===== src/logic/osc_params.svh =====
// Offsets, field positions, reset values and timing counts of the oscillator source control.
// Assumes the 100 MHz mclk and a byte-addressed Avalon-MM register window.
`ifndef OSC_PARAMS_SVH
`define OSC_PARAMS_SVH

`define OSC_CLK_PERIOD_NS 10
// Register byte offsets
`define OSC_OFF_CTRL 4'h0
`define OSC_OFF_TRIM 4'h4
`define OSC_OFF_EXT 4'h8
`define OSC_OFF_STAT 4'hC
// Second bank selected by address bit 4
`define OSC_OFF_IRQ_STAT 4'h0
`define OSC_OFF_IRQ_MASK 4'h4
// Control register fields
`define OSC_CTRL_SSE_BIT 0
`define OSC_CTRL_SEL_LSB 4
// External control register fields
`define OSC_EXT_FREQ_LSB 0
`define OSC_EXT_MODE_LSB 4
`define OSC_EXT_EN_BIT 7
// Status register fields
`define OSC_STAT_VALID_BIT 0
`define OSC_STAT_LPO_BIT 1
`define OSC_STAT_SS_BIT 2
`define OSC_STAT_STEP_LSB 8
// Interrupt bits
`define OSC_IRQ_VALID_BIT 0
`define OSC_IRQ_LOST_BIT 1
// Reset values
`define OSC_SEL_RST 3'h4
`define OSC_EXT_RST 8'h00
`define OSC_MASK_RST 2'h0
// Spread spectrum: 384 oscillator cycles per triangle, 6 steps down and 6 back
`define OSC_SS_DIV 384
`define OSC_SS_STEPS 6
`define OSC_SS_TICKS (`OSC_SS_DIV / (2 * `OSC_SS_STEPS))
`define OSC_SS_TRIM_STEP 7'h01
// Valid detector: edges needed, and the longest gap between pin edges
`define OSC_VALID_EDGES 64
`define OSC_STALL_NS 100000
`define OSC_STALL_CYC (`OSC_STALL_NS / `OSC_CLK_PERIOD_NS)

`endif


===== src/logic/osc_pkg.sv =====
// Types shared by the oscillator source control files.
// Assumes osc_params.svh for all numeric constants.
package osc_pkg;
  typedef logic [2:0] osc_code_t;
  typedef enum logic [2:0] {
    OSC_SRC_HFO = 3'h0,
    OSC_SRC_EXT = 3'h1,
    OSC_SRC_LPO_DIV8 = 3'h2,
    OSC_SRC_RTC = 3'h3,
    OSC_SRC_LPO = 3'h4
  } osc_src_e;
  typedef enum logic [2:0] {
    OSC_EXT_CMOS = 3'h0,
    OSC_EXT_XTAL = 3'h1,
    OSC_EXT_XTAL_DIV2 = 3'h2,
    OSC_EXT_RC = 3'h3,
    OSC_EXT_CAP = 3'h4
  } osc_ext_mode_e;
  typedef enum logic [2:0] {
    OSC_DET_OFF = 3'b001,
    OSC_DET_COUNT = 3'b010,
    OSC_DET_VALID = 3'b100
  } osc_det_e;
  typedef enum logic [1:0] {
    OSC_TRI_DOWN = 2'b01,
    OSC_TRI_UP = 2'b10
  } osc_tri_e;
endpackage


===== src/logic/osc_source_ctrl.sv =====
// Oscillator source control: precision oscillator trim with spread spectrum,
// low-power oscillator auto-enable, external oscillator configuration, and
// an Avalon-MM register slave with a level interrupt.
// Assumes all inputs are synchronous to mclk and that prec_osc_tick pulses
// once for every period of the precision oscillator.
//
// The register addresses and the Avalon-MM slave port were chosen for this implementation.
`timescale 1ns/1ns
`include "osc_params.svh"
module osc_source_ctrl #(
  parameter int STALL_CYC = `OSC_STALL_CYC
) (
  // Clock and reset
  input wire logic mclk,
  input wire logic rst,
  // Avalon-MM slave
  input wire logic [4:0] avs_address,
  input wire logic avs_read,
  input wire logic avs_write,
  input wire logic [31:0] avs_writedata,
  output logic [31:0] avs_readdata,
  output logic avs_waitrequest,
  // Interrupt
  output logic irq,
  // Precision oscillator
  input wire logic [6:0] factory_trim,
  input wire logic prec_osc_tick,
  output logic [6:0] precision_osc_trim,
  // Low-power oscillator
  input wire logic lpo_periph_req,
  output logic lpo_enable,
  // External oscillator analog front end
  input wire logic osc_pin_two_in,
  output logic osc_pin_one_amp_en,
  output logic osc_pin_two_amp_en,
  output logic [2:0] ext_osc_freq_code,
  output logic ext_rc_mode,
  output logic ext_cap_mode,
  // Clock routing
  output logic [2:0] system_clock_sel,
  output logic ext_clk_en,
  output logic ext_periph_clk_en
);
  import osc_pkg::*;

  // Register state
  logic sse_r, sse_nxt;
  osc_src_e sel_r, sel_nxt;
  logic [6:0] trim_r, trim_nxt;
  logic trim_loaded_r, trim_loaded_nxt;
  logic ext_en_r, ext_en_nxt;
  osc_code_t ext_mode_r, ext_mode_nxt;
  osc_code_t ext_freq_r, ext_freq_nxt;
  logic [1:0] irq_stat_r, irq_stat_nxt;
  logic [1:0] irq_mask_r, irq_mask_nxt;
  logic ack_r, ack_nxt;
  logic [31:0] rdata_r, rdata_nxt;
  // Spread spectrum state
  osc_tri_e tri_r, tri_nxt;
  logic [2:0] step_r, step_nxt;
  logic [4:0] tick_cnt_r, tick_cnt_nxt;
  logic [6:0] trim_out_r, trim_out_nxt;
  // Derived
  logic wr_take, rd_take, ext_restart, det_valid, det_rise, det_lost, det_clk_en;
  logic mode_known, mode_div2, mode_cmos;
  logic [6:0] ss_offset;

  function automatic logic [31:0] osc_word(input logic [31:0] v);
    osc_word = v;
  endfunction

  // Register byte offset match inside a bank
  function automatic logic osc_hit(input logic [4:0] addr, input logic bank,
                                   input logic [3:0] off);
    osc_hit = (addr[4] == bank) && (addr[3:0] == off);
  endfunction

  // Bus handshake: the request waits one cycle, then completes
  assign avs_waitrequest = (avs_read || avs_write) && !ack_r;
  assign wr_take = avs_write && ack_r;
  assign rd_take = avs_read && ack_r;
  assign avs_readdata = rdata_r;

  always_comb begin
    ack_nxt = (avs_read || avs_write) && !ack_r;
    rdata_nxt = rdata_r;
    if (avs_read && !ack_r) begin
      rdata_nxt = 32'h0000_0000;
      if (osc_hit(avs_address, 1'b0, `OSC_OFF_CTRL)) begin
        rdata_nxt[`OSC_CTRL_SSE_BIT] = sse_r;
        rdata_nxt[`OSC_CTRL_SEL_LSB +: 3] = sel_r;
      end else if (osc_hit(avs_address, 1'b0, `OSC_OFF_TRIM)) begin
        rdata_nxt[6:0] = trim_r;
      end else if (osc_hit(avs_address, 1'b0, `OSC_OFF_EXT)) begin
        rdata_nxt[`OSC_EXT_FREQ_LSB +: 3] = ext_freq_r;
        rdata_nxt[`OSC_EXT_MODE_LSB +: 3] = ext_mode_r;
        rdata_nxt[`OSC_EXT_EN_BIT] = ext_en_r;
      end else if (osc_hit(avs_address, 1'b0, `OSC_OFF_STAT)) begin
        rdata_nxt[`OSC_STAT_VALID_BIT] = det_valid;
        rdata_nxt[`OSC_STAT_LPO_BIT] = lpo_enable;
        rdata_nxt[`OSC_STAT_SS_BIT] = (step_r != 3'h0);
        rdata_nxt[`OSC_STAT_STEP_LSB +: 3] = step_r;
      end else if (osc_hit(avs_address, 1'b1, `OSC_OFF_IRQ_STAT)) begin
        rdata_nxt[1:0] = irq_stat_r;
      end else if (osc_hit(avs_address, 1'b1, `OSC_OFF_IRQ_MASK)) begin
        rdata_nxt[1:0] = irq_mask_r;
      end
    end
  end

  // Control registers
  always_comb begin
    sse_nxt = sse_r;
    sel_nxt = sel_r;
    trim_nxt = trim_r;
    trim_loaded_nxt = 1'b1;
    ext_en_nxt = ext_en_r;
    ext_mode_nxt = ext_mode_r;
    ext_freq_nxt = ext_freq_r;
    irq_mask_nxt = irq_mask_r;
    // Factory value is taken just after reset release, not under reset
    if (!trim_loaded_r) begin
      trim_nxt = factory_trim;
    end
    if (wr_take) begin
      if (osc_hit(avs_address, 1'b0, `OSC_OFF_CTRL)) begin
        sse_nxt = avs_writedata[`OSC_CTRL_SSE_BIT];
        sel_nxt = osc_src_e'(avs_writedata[`OSC_CTRL_SEL_LSB +: 3]);
      end else if (osc_hit(avs_address, 1'b0, `OSC_OFF_TRIM)) begin
        trim_nxt = avs_writedata[6:0];
      end else if (osc_hit(avs_address, 1'b0, `OSC_OFF_EXT)) begin
        ext_freq_nxt = avs_writedata[`OSC_EXT_FREQ_LSB +: 3];
        ext_mode_nxt = avs_writedata[`OSC_EXT_MODE_LSB +: 3];
        ext_en_nxt = avs_writedata[`OSC_EXT_EN_BIT];
      end else if (osc_hit(avs_address, 1'b1, `OSC_OFF_IRQ_MASK)) begin
        irq_mask_nxt = avs_writedata[1:0];
      end
    end
  end

  // Any write that turns enable on or changes mode restarts the valid detector
  assign ext_restart = (ext_en_nxt && !ext_en_r) || (ext_mode_nxt != ext_mode_r);

  // Sticky status: a read clears only the bits it returned, so an event
  // landing between capture and completion is not lost; a new event wins
  always_comb begin
    irq_stat_nxt = irq_stat_r;
    if (rd_take && osc_hit(avs_address, 1'b1, `OSC_OFF_IRQ_STAT)) begin
      irq_stat_nxt = irq_stat_r & ~rdata_r[1:0];
    end
    if (det_rise) begin
      irq_stat_nxt[`OSC_IRQ_VALID_BIT] = 1'b1;
    end
    if (det_lost) begin
      irq_stat_nxt[`OSC_IRQ_LOST_BIT] = 1'b1;
    end
  end

  assign irq = |(irq_stat_r & irq_mask_r);

  always_ff @(posedge mclk or posedge rst) begin
    if (rst) begin
      ack_r <= 1'b0;
      rdata_r <= 32'h0000_0000;
      sse_r <= 1'b0;
      sel_r <= osc_src_e'(`OSC_SEL_RST);
      trim_r <= 7'h00;
      trim_loaded_r <= 1'b0;
      ext_en_r <= 1'(`OSC_EXT_RST >> `OSC_EXT_EN_BIT);
      ext_mode_r <= 3'h0;
      ext_freq_r <= 3'h0;
      irq_stat_r <= 2'h0;
      irq_mask_r <= `OSC_MASK_RST;
    end else begin
      ack_r <= ack_nxt;
      rdata_r <= osc_word(rdata_nxt);
      sse_r <= sse_nxt;
      sel_r <= sel_nxt;
      trim_r <= trim_nxt;
      trim_loaded_r <= trim_loaded_nxt;
      ext_en_r <= ext_en_nxt;
      ext_mode_r <= ext_mode_nxt;
      ext_freq_r <= ext_freq_nxt;
      irq_stat_r <= irq_stat_nxt;
      irq_mask_r <= irq_mask_nxt;
    end
  end

  // Spread spectrum triangle: 6 steps down then 6 up, each step 32 oscillator
  // periods, so one full triangle spans 384 periods.
  // The offset is only ever subtracted, so the frequency never rises.
  assign ss_offset = 7'(step_r) * `OSC_SS_TRIM_STEP;

  always_comb begin
    tri_nxt = tri_r;
    step_nxt = step_r;
    tick_cnt_nxt = tick_cnt_r;
    trim_out_nxt = trim_out_r;
    if (prec_osc_tick) begin
      if (tick_cnt_r == 5'(`OSC_SS_TICKS - 1)) begin
        tick_cnt_nxt = 5'h00;
        // Steps change only on a boundary, so stopping never jumps mid-step
        unique case (tri_r)
          OSC_TRI_DOWN: begin
            if (!sse_r) begin
              tri_nxt = OSC_TRI_UP;
            end else if (step_r == 3'(`OSC_SS_STEPS - 1)) begin
              step_nxt = step_r + 3'h1;
              tri_nxt = OSC_TRI_UP;
            end else begin
              step_nxt = step_r + 3'h1;
            end
          end
          OSC_TRI_UP: begin
            if (step_r == 3'h0) begin
              tri_nxt = OSC_TRI_DOWN;
            end else if (step_r == 3'h1) begin
              step_nxt = 3'h0;
              tri_nxt = OSC_TRI_DOWN;
            end else begin
              step_nxt = step_r - 3'h1;
            end
          end
        endcase
      end else if (sse_r || step_r != 3'h0) begin
        tick_cnt_nxt = tick_cnt_r + 5'h01;
      end else begin
        tick_cnt_nxt = 5'h00;
      end
    end
    // Output trim is registered every cycle as trim_r less the step offset, floored at zero
    if (trim_r < ss_offset) begin
      trim_out_nxt = 7'h00;
    end else begin
      trim_out_nxt = trim_r - ss_offset;
    end
  end

  assign precision_osc_trim = trim_out_r;

  always_ff @(posedge mclk or posedge rst) begin
    if (rst) begin
      tri_r <= OSC_TRI_DOWN;
      step_r <= 3'h0;
      tick_cnt_r <= 5'h00;
      trim_out_r <= 7'h00;
    end else begin
      tri_r <= tri_nxt;
      step_r <= step_nxt;
      tick_cnt_r <= tick_cnt_nxt;
      trim_out_r <= trim_out_nxt;
    end
  end

  // Low-power oscillator runs only while someone needs it
  assign lpo_enable = (sel_r == OSC_SRC_LPO) || (sel_r == OSC_SRC_LPO_DIV8)
                      || lpo_periph_req;

  // External oscillator mode decode; reserved codes leave the circuit idle
  assign mode_known = (ext_mode_r <= OSC_EXT_CAP);
  assign mode_cmos = (ext_mode_r == OSC_EXT_CMOS);
  assign mode_div2 = (ext_mode_r == OSC_EXT_XTAL_DIV2) || (ext_mode_r == OSC_EXT_RC)
                     || (ext_mode_r == OSC_EXT_CAP);

  // Pin one is only driven by the amplifier in the two crystal modes
  assign osc_pin_one_amp_en = ext_en_r && ((ext_mode_r == OSC_EXT_XTAL)
                              || (ext_mode_r == OSC_EXT_XTAL_DIV2));
  assign osc_pin_two_amp_en = ext_en_r && mode_known && !mode_cmos;
  assign ext_rc_mode = ext_en_r && (ext_mode_r == OSC_EXT_RC);
  assign ext_cap_mode = ext_en_r && (ext_mode_r == OSC_EXT_CAP);
  assign ext_osc_freq_code = ext_freq_r;

  osc_ext_cond #(
    .STALL_CYC(STALL_CYC)
  ) u_ext_cond (
    .mclk(mclk),
    .rst(rst),
    .run(ext_en_r && mode_known),
    .restart(ext_restart),
    .use_div2(mode_div2),
    .cmos_in_mode(mode_cmos),
    .pin_two_in(osc_pin_two_in),
    .clk_en(det_clk_en),
    .valid(det_valid),
    .valid_rise(det_rise),
    .valid_lost(det_lost)
  );

  // External clock goes to the system clock mux and to peripherals
  assign system_clock_sel = sel_r;
  assign ext_clk_en = det_clk_en && (sel_r == OSC_SRC_EXT);
  assign ext_periph_clk_en = det_clk_en;
endmodule


===== src/logic/osc_ext_cond.sv =====
// External oscillator conditioning: edge detection, optional divide by two,
// and the oscillation-valid detector.
// Assumes pin_two_in is already a digital level synchronous to mclk.
`timescale 1ns/1ns
`include "osc_params.svh"
module osc_ext_cond #(
  parameter int STALL_CYC = `OSC_STALL_CYC
) (
  // Clock and reset
  input wire logic mclk,
  input wire logic rst,
  // Control
  input wire logic run,
  input wire logic restart,
  input wire logic use_div2,
  input wire logic cmos_in_mode,
  // Pin level
  input wire logic pin_two_in,
  // Results
  output logic clk_en,
  output logic valid,
  output logic valid_rise,
  output logic valid_lost
);
  import osc_pkg::*;

  osc_det_e det_r, det_nxt;
  logic pin_r, pin_nxt;
  logic half_r, half_nxt;
  logic [6:0] edge_cnt_r, edge_cnt_nxt;
  logic [16:0] gap_r, gap_nxt;
  logic rise;

  always_comb begin
    pin_nxt = pin_two_in;
    rise = pin_two_in && !pin_r;
    half_nxt = half_r;
    clk_en = 1'b0;
    edge_cnt_nxt = edge_cnt_r;
    gap_nxt = gap_r;
    det_nxt = det_r;
    valid_rise = 1'b0;
    valid_lost = 1'b0;
    if (run && rise) begin
      half_nxt = !half_r;
      clk_en = use_div2 ? half_r : 1'b1;
    end
    unique case (det_r)
      OSC_DET_OFF: begin
        edge_cnt_nxt = '0;
        gap_nxt = '0;
        if (run && !cmos_in_mode) begin
          det_nxt = OSC_DET_COUNT;
        end
      end
      OSC_DET_COUNT: begin
        gap_nxt = rise ? 17'h0_0000 : gap_r + 17'h0_0001;
        if (rise) begin
          edge_cnt_nxt = edge_cnt_r + 7'h01;
        end
        if (gap_r >= 17'(STALL_CYC)) begin
          edge_cnt_nxt = '0;
          gap_nxt = '0;
        end else if (edge_cnt_r == 7'(`OSC_VALID_EDGES)) begin
          det_nxt = OSC_DET_VALID;
          valid_rise = 1'b1;
        end
      end
      OSC_DET_VALID: begin
        gap_nxt = rise ? 17'h0_0000 : gap_r + 17'h0_0001;
        if (gap_r >= 17'(STALL_CYC)) begin
          det_nxt = OSC_DET_COUNT;
          edge_cnt_nxt = '0;
          gap_nxt = '0;
          valid_lost = 1'b1;
        end
      end
    endcase
    // A new configuration always starts detection from scratch
    if (!run || cmos_in_mode || restart) begin
      det_nxt = OSC_DET_OFF;
      half_nxt = 1'b0;
    end
  end

  assign valid = (det_r == OSC_DET_VALID);

  always_ff @(posedge mclk or posedge rst) begin
    if (rst) begin
      det_r <= OSC_DET_OFF;
      pin_r <= 1'b0;
      half_r <= 1'b0;
      edge_cnt_r <= '0;
      gap_r <= '0;
    end else begin
      det_r <= det_nxt;
      pin_r <= pin_nxt;
      half_r <= half_nxt;
      edge_cnt_r <= edge_cnt_nxt;
      gap_r <= gap_nxt;
    end
  end
endmodule


===== config.mk =====
export PLATFORM = sky130hd
export DESIGN_NAME = osc_source_ctrl
export DESIGN_NICKNAME = d
export VERILOG_FILES = /design/src/logic/osc_pkg.sv /design/src/logic/osc_source_ctrl.sv /design/src/logic/osc_ext_cond.sv
export VERILOG_INCLUDE_DIRS = /design/src /design/src/logic
export SDC_FILE = /design/constraint.sdc
export NUM_CORES = 1
export LEC_CHECK = 0
export ABC_AREA = 1
export BUFFER_PORTS_ARGS = -buffer_cell sky130_fd_sc_hd__buf_2
export CAP_MARGIN = 20
export CORE_ASPECT_RATIO = 0.75
export CORE_UTILIZATION = 50
export DETAILED_ROUTE_END_ITERATION = 8
export GPL_TIMING_DRIVEN = 1
export PLACE_DENSITY = 0.85
export SLEW_MARGIN = 15
export SYNTH_ARGS = -nofsm -noshare
export SYNTH_HDL_FRONTEND = slang
export SYNTH_SLANG_ARGS = --single-unit

===== constraint.sdc =====
create_clock -name mclk -period 3.8 [get_ports mclk]
set_input_delay 0.76 -clock mclk [delete_from_list [all_inputs] [get_ports mclk]]
set_output_delay 0.76 -clock mclk [all_outputs]
set_load 0.05 [all_outputs]

==> results.sh <==
export IMPL_finalSetupViolCount=0
export IMPL_ir_drop_mv=0.324
export IMPL_place_congestion=0.873
export IMPL_synth_avg_cell_area_sq_um=8.22
export IMPL_hpwl_microns=7570
export IMPL_post_cts_setup_buffers=0
export IMPL_ys_warn_count=0
export IMPL_startpoint_type="register"
export IMPL_power_share_sequential_pct=41.1
export IMPL_cts_tree="done"
export IMPL_synthTopCellsByArea="dfrtp_1 43%, nand2_1 10%, inv_1 5.2%"
export IMPL_hold_buffers=0
export IMPL_wl_microns=10100
export IMPL_synthArstFlopShare_pct=100
export IMPL_die_area_sq_mm=0.00954
export IMPL_syn_inst=557
export IMPL_rr_worst_depth=6
export IMPL_netlist_area_sq_mm=0.00458
export IMPL_clockBufferDepth=2
export IMPL_ios=105
export IMPL_num_rows=29
export IMPL_r2r_start="step_r[2]"
export IMPL_period_minus_slack_ns=2.55
export IMPL_grt_max_degree=62
export IMPL_cts_root_buf="clkbuf_16"
export IMPL_viasPerCell=5.34
export IMPL_cap_violations=0
export IMPL_grt_pass1_vias=3629
export IMPL_crit_required_ns=3.04
export IMPL_synth_edf_count=0
export IMPL_synth_ff_type="dfrtp_1"
export IMPL_comb_power_share_pct=27.7
export IMPL_status="finished clean"
export IMPL_core_sq_mm=0.00867
export IMPL_clock_fmax_mhz=392
export IMPL_ant_nets=0
export IMPL_worstSetupPathType="register to output pin"
export IMPL_h_tree_depth=3
export IMPL_yosysUniqueCellTypes=44
export IMPL_synth_seq_cells=81
export IMPL_rsz0062_at_grt="no"
export IMPL_hp_class="input port to asynchronous set/reset pin"
export IMPL_slew_viol_final=0
export IMPL_crit_fanout=4
export IMPL_clock_latency_ns=0.34
export IMPL_grt_total_usage_pct=22.9
export IMPL_numPortBuffers=59
export IMPL_clkSinkCount=81
export IMPL_finalCritPeriodShare_pct=67.1
export IMPL_drt_pass1_iter_count=5
export IMPL_final_nets=690
export IMPL_diodes=0
export IMPL_tightestPinTransition_ns=0.650
export IMPL_power_mw=2.60
export IMPL_timing_rr_end="precision_osc_trim[2]"
export IMPL_yosysTopAreaCell="dfrtp_1"
export IMPL_swShare_pct=37.9
export IMPL_syn_to_final_growth_pct=13.6
export IMPL_p_leak_nw=2.59
export IMPL_drcViolationCount=0
export IMPL_drt_iter0_markers=315
export IMPL_die_w_microns=112
export IMPL_vias=3938
export IMPL_start_util_pct=52.8
export IMPL_power_internal_mw=1.61
export IMPL_finalSetupTns_ns=0
export IMPL_antenna_found_initial=1
export IMPL_die_y_microns=84.9
export IMPL_synth_top_area_share_pct=42.6
export IMPL_ys_seq_area_share_pct=44.4
export IMPL_grt_pass1_wl_microns=17200
export IMPL_reg2reg_slack_ns=1.93
export IMPL_p_per_area_mw_per_mm2=499
export IMPL_clkPwrFrac_pct=31.3
export IMPL_slew_headroom_pct=56.3
export IMPL_cp_end_kind="output pin"
export IMPL_cp_arrival_ns=1.79
export IMPL_hold_viol=0
export IMPL_skew_ns=0.00618
export IMPL_routedWlPerCell_microns=13.7
export IMPL_overflow=0
export IMPL_post_cts_resize_count=0
export IMPL_drive_gt1_share_pct=21.1
export IMPL_power_switching_uw=984
export IMPL_clk_pin_slew_worst_paths_ns=0.06
export IMPL_numCtsBuffers=9
==> power by group through the flow <==
stage / logic (mW) / registers [mW] / clock network [mW]
floorplan: 0.396 / 1.23 / 0
global placement: 0.682 / 1.07 / 0
detailed placement: 0.710 / 1.08 / 0
CTS: 0.714 / 1.06 / 0.833
global route: 0.785 / 1.08 / 0.867
finish: 0.718 / 1.07 / 0.811
==> final cells by class <==
class / count / area (sq um)
clock buffers: 9 / 225
clock inverters: 7 / 53.8
fillers: 745 / 3470
inverters: 71 / 268
multi-input cells: 400 / 2160
flip-flops and latches: 81 / 2030
well taps: 108 / 135
repair buffers: 62 / 330
==> stage by stage <==
stage	utilization (%)	cell area (sq um)	instances	worst slack, ns	hold slack, ns
4_1_cts	59.7	5180	737	1.24	0.481
3_5_place_dp	56.5	4900	721	1.32	0.463
3_3_place_gp	56.5	4900	721	1.33	0.469
2_1_floorplan	-	4660	580	0.440	0.452
6_report	60.0	5200	738	1.25	0.359
5_1_grt	60.0	5200	738	1.08	0.365
==> cell families after synthesis <==
logic type / synth area share, %
buf+inv: 10.4
compound gates: 8.91
fa+ha+maj: 3.99
flops: 44.4
mux: 1.75
xor+xnor: 2.49
simple gates: 27.9
other cells: 0.164
==> synth_stat cells (3+ instances only) <==
cell	number
ha_1	13
nor2_2	11
o22ai_1	3
nand3_2	3
nand4_1	11
o21ai_0	26
buf_4	21
o211ai_1	3
mux2i_1	8
nor2_4	4
nor2_1	55
nor3_4	3
dfstp_2	3
inv_1	64
nor3_1	7
buf_6	3
dfrtp_1	78
nor3_2	3
xor2_1	11
nand3_1	29
nand2_2	5
inv_2	7
nand2_1	128
a21oi_1	22
o21ai_2	7
==> critical path, cell delays in order, from the launching register on <==
cell and delay (ns):
dfrtp_1 0.39, inv_1 0.14, nand2_1 0.11, nand2_1 0.11
nand3_1 0.11, a21oi_1 0.18, nand2_1 0.07, nor2_1 0.09
buf_2 0.26
==> sequential cells by signal, summed over array words and instances, names as in the netlist <==
signal and flops:
ext_osc_freq_code 3, avs_readdata 11, tick_cnt_r 5, tri_r 2
u_ext_cond.gap_r 17, ack_r 1, sse_r 1, irq_stat_r 2
irq_mask_r 2, trim_r 7, u_ext_cond.pin_r 1, u_ext_cond.half_r 1
precision_osc_trim 7, step_r 3, ext_mode_r 3, ext_en_r 1
trim_loaded_r 1, u_ext_cond.det_r 3, system_clock_sel 3, u_ext_cond.edge_cnt_r 7
==> how the worst max path moves through the flow <==
stage / startpoint / end / cells past startpoint
floorplan: osc_pin_two_in / ext_clk_en / 6
CTS: ext_mode_r[0] / ext_clk_en / 8
global route: ext_mode_r[0] / ext_clk_en / 8
global placement: osc_pin_two_in / ext_clk_en / 8
finish: ext_mode_r[0] / ext_clk_en / 8
detailed placement: osc_pin_two_in / ext_clk_en / 8
==> placed cells by master, fill, tap and decap left out, types with 3 or more instances in the layout <==
cell and count:
nor3_4 3, nor2_4 4, o21ai_0 26, nor2_2 11, buf_2 59, o211ai_1 3, nor3_1 7, conb_1 25
dfstp_2 3, a21oi_1 22, inv_2 7, nand4_1 11, o22ai_1 3, nor2_1 55, clkbuf_16 9, nor3_2 3
inv_6 3, inv_1 63, nand2_1 128, clkinvlp_4 3, ha_1 13, dfrtp_1 78, xor2_1 11, nand2_2 5
nand3_1 29, o21ai_2 7, mux2i_1 8, nand3_2 3
==> layer usage <==
metal | routed length, microns | track usage (%)
met5 | 13 | 0
met4 | 146 | 8.12
met3 | 737 | 5.14
met2 | 4530 | 35.6
met1 | 4690 | 31.8
Note: power is estimated with default switching activity, not from simulation.
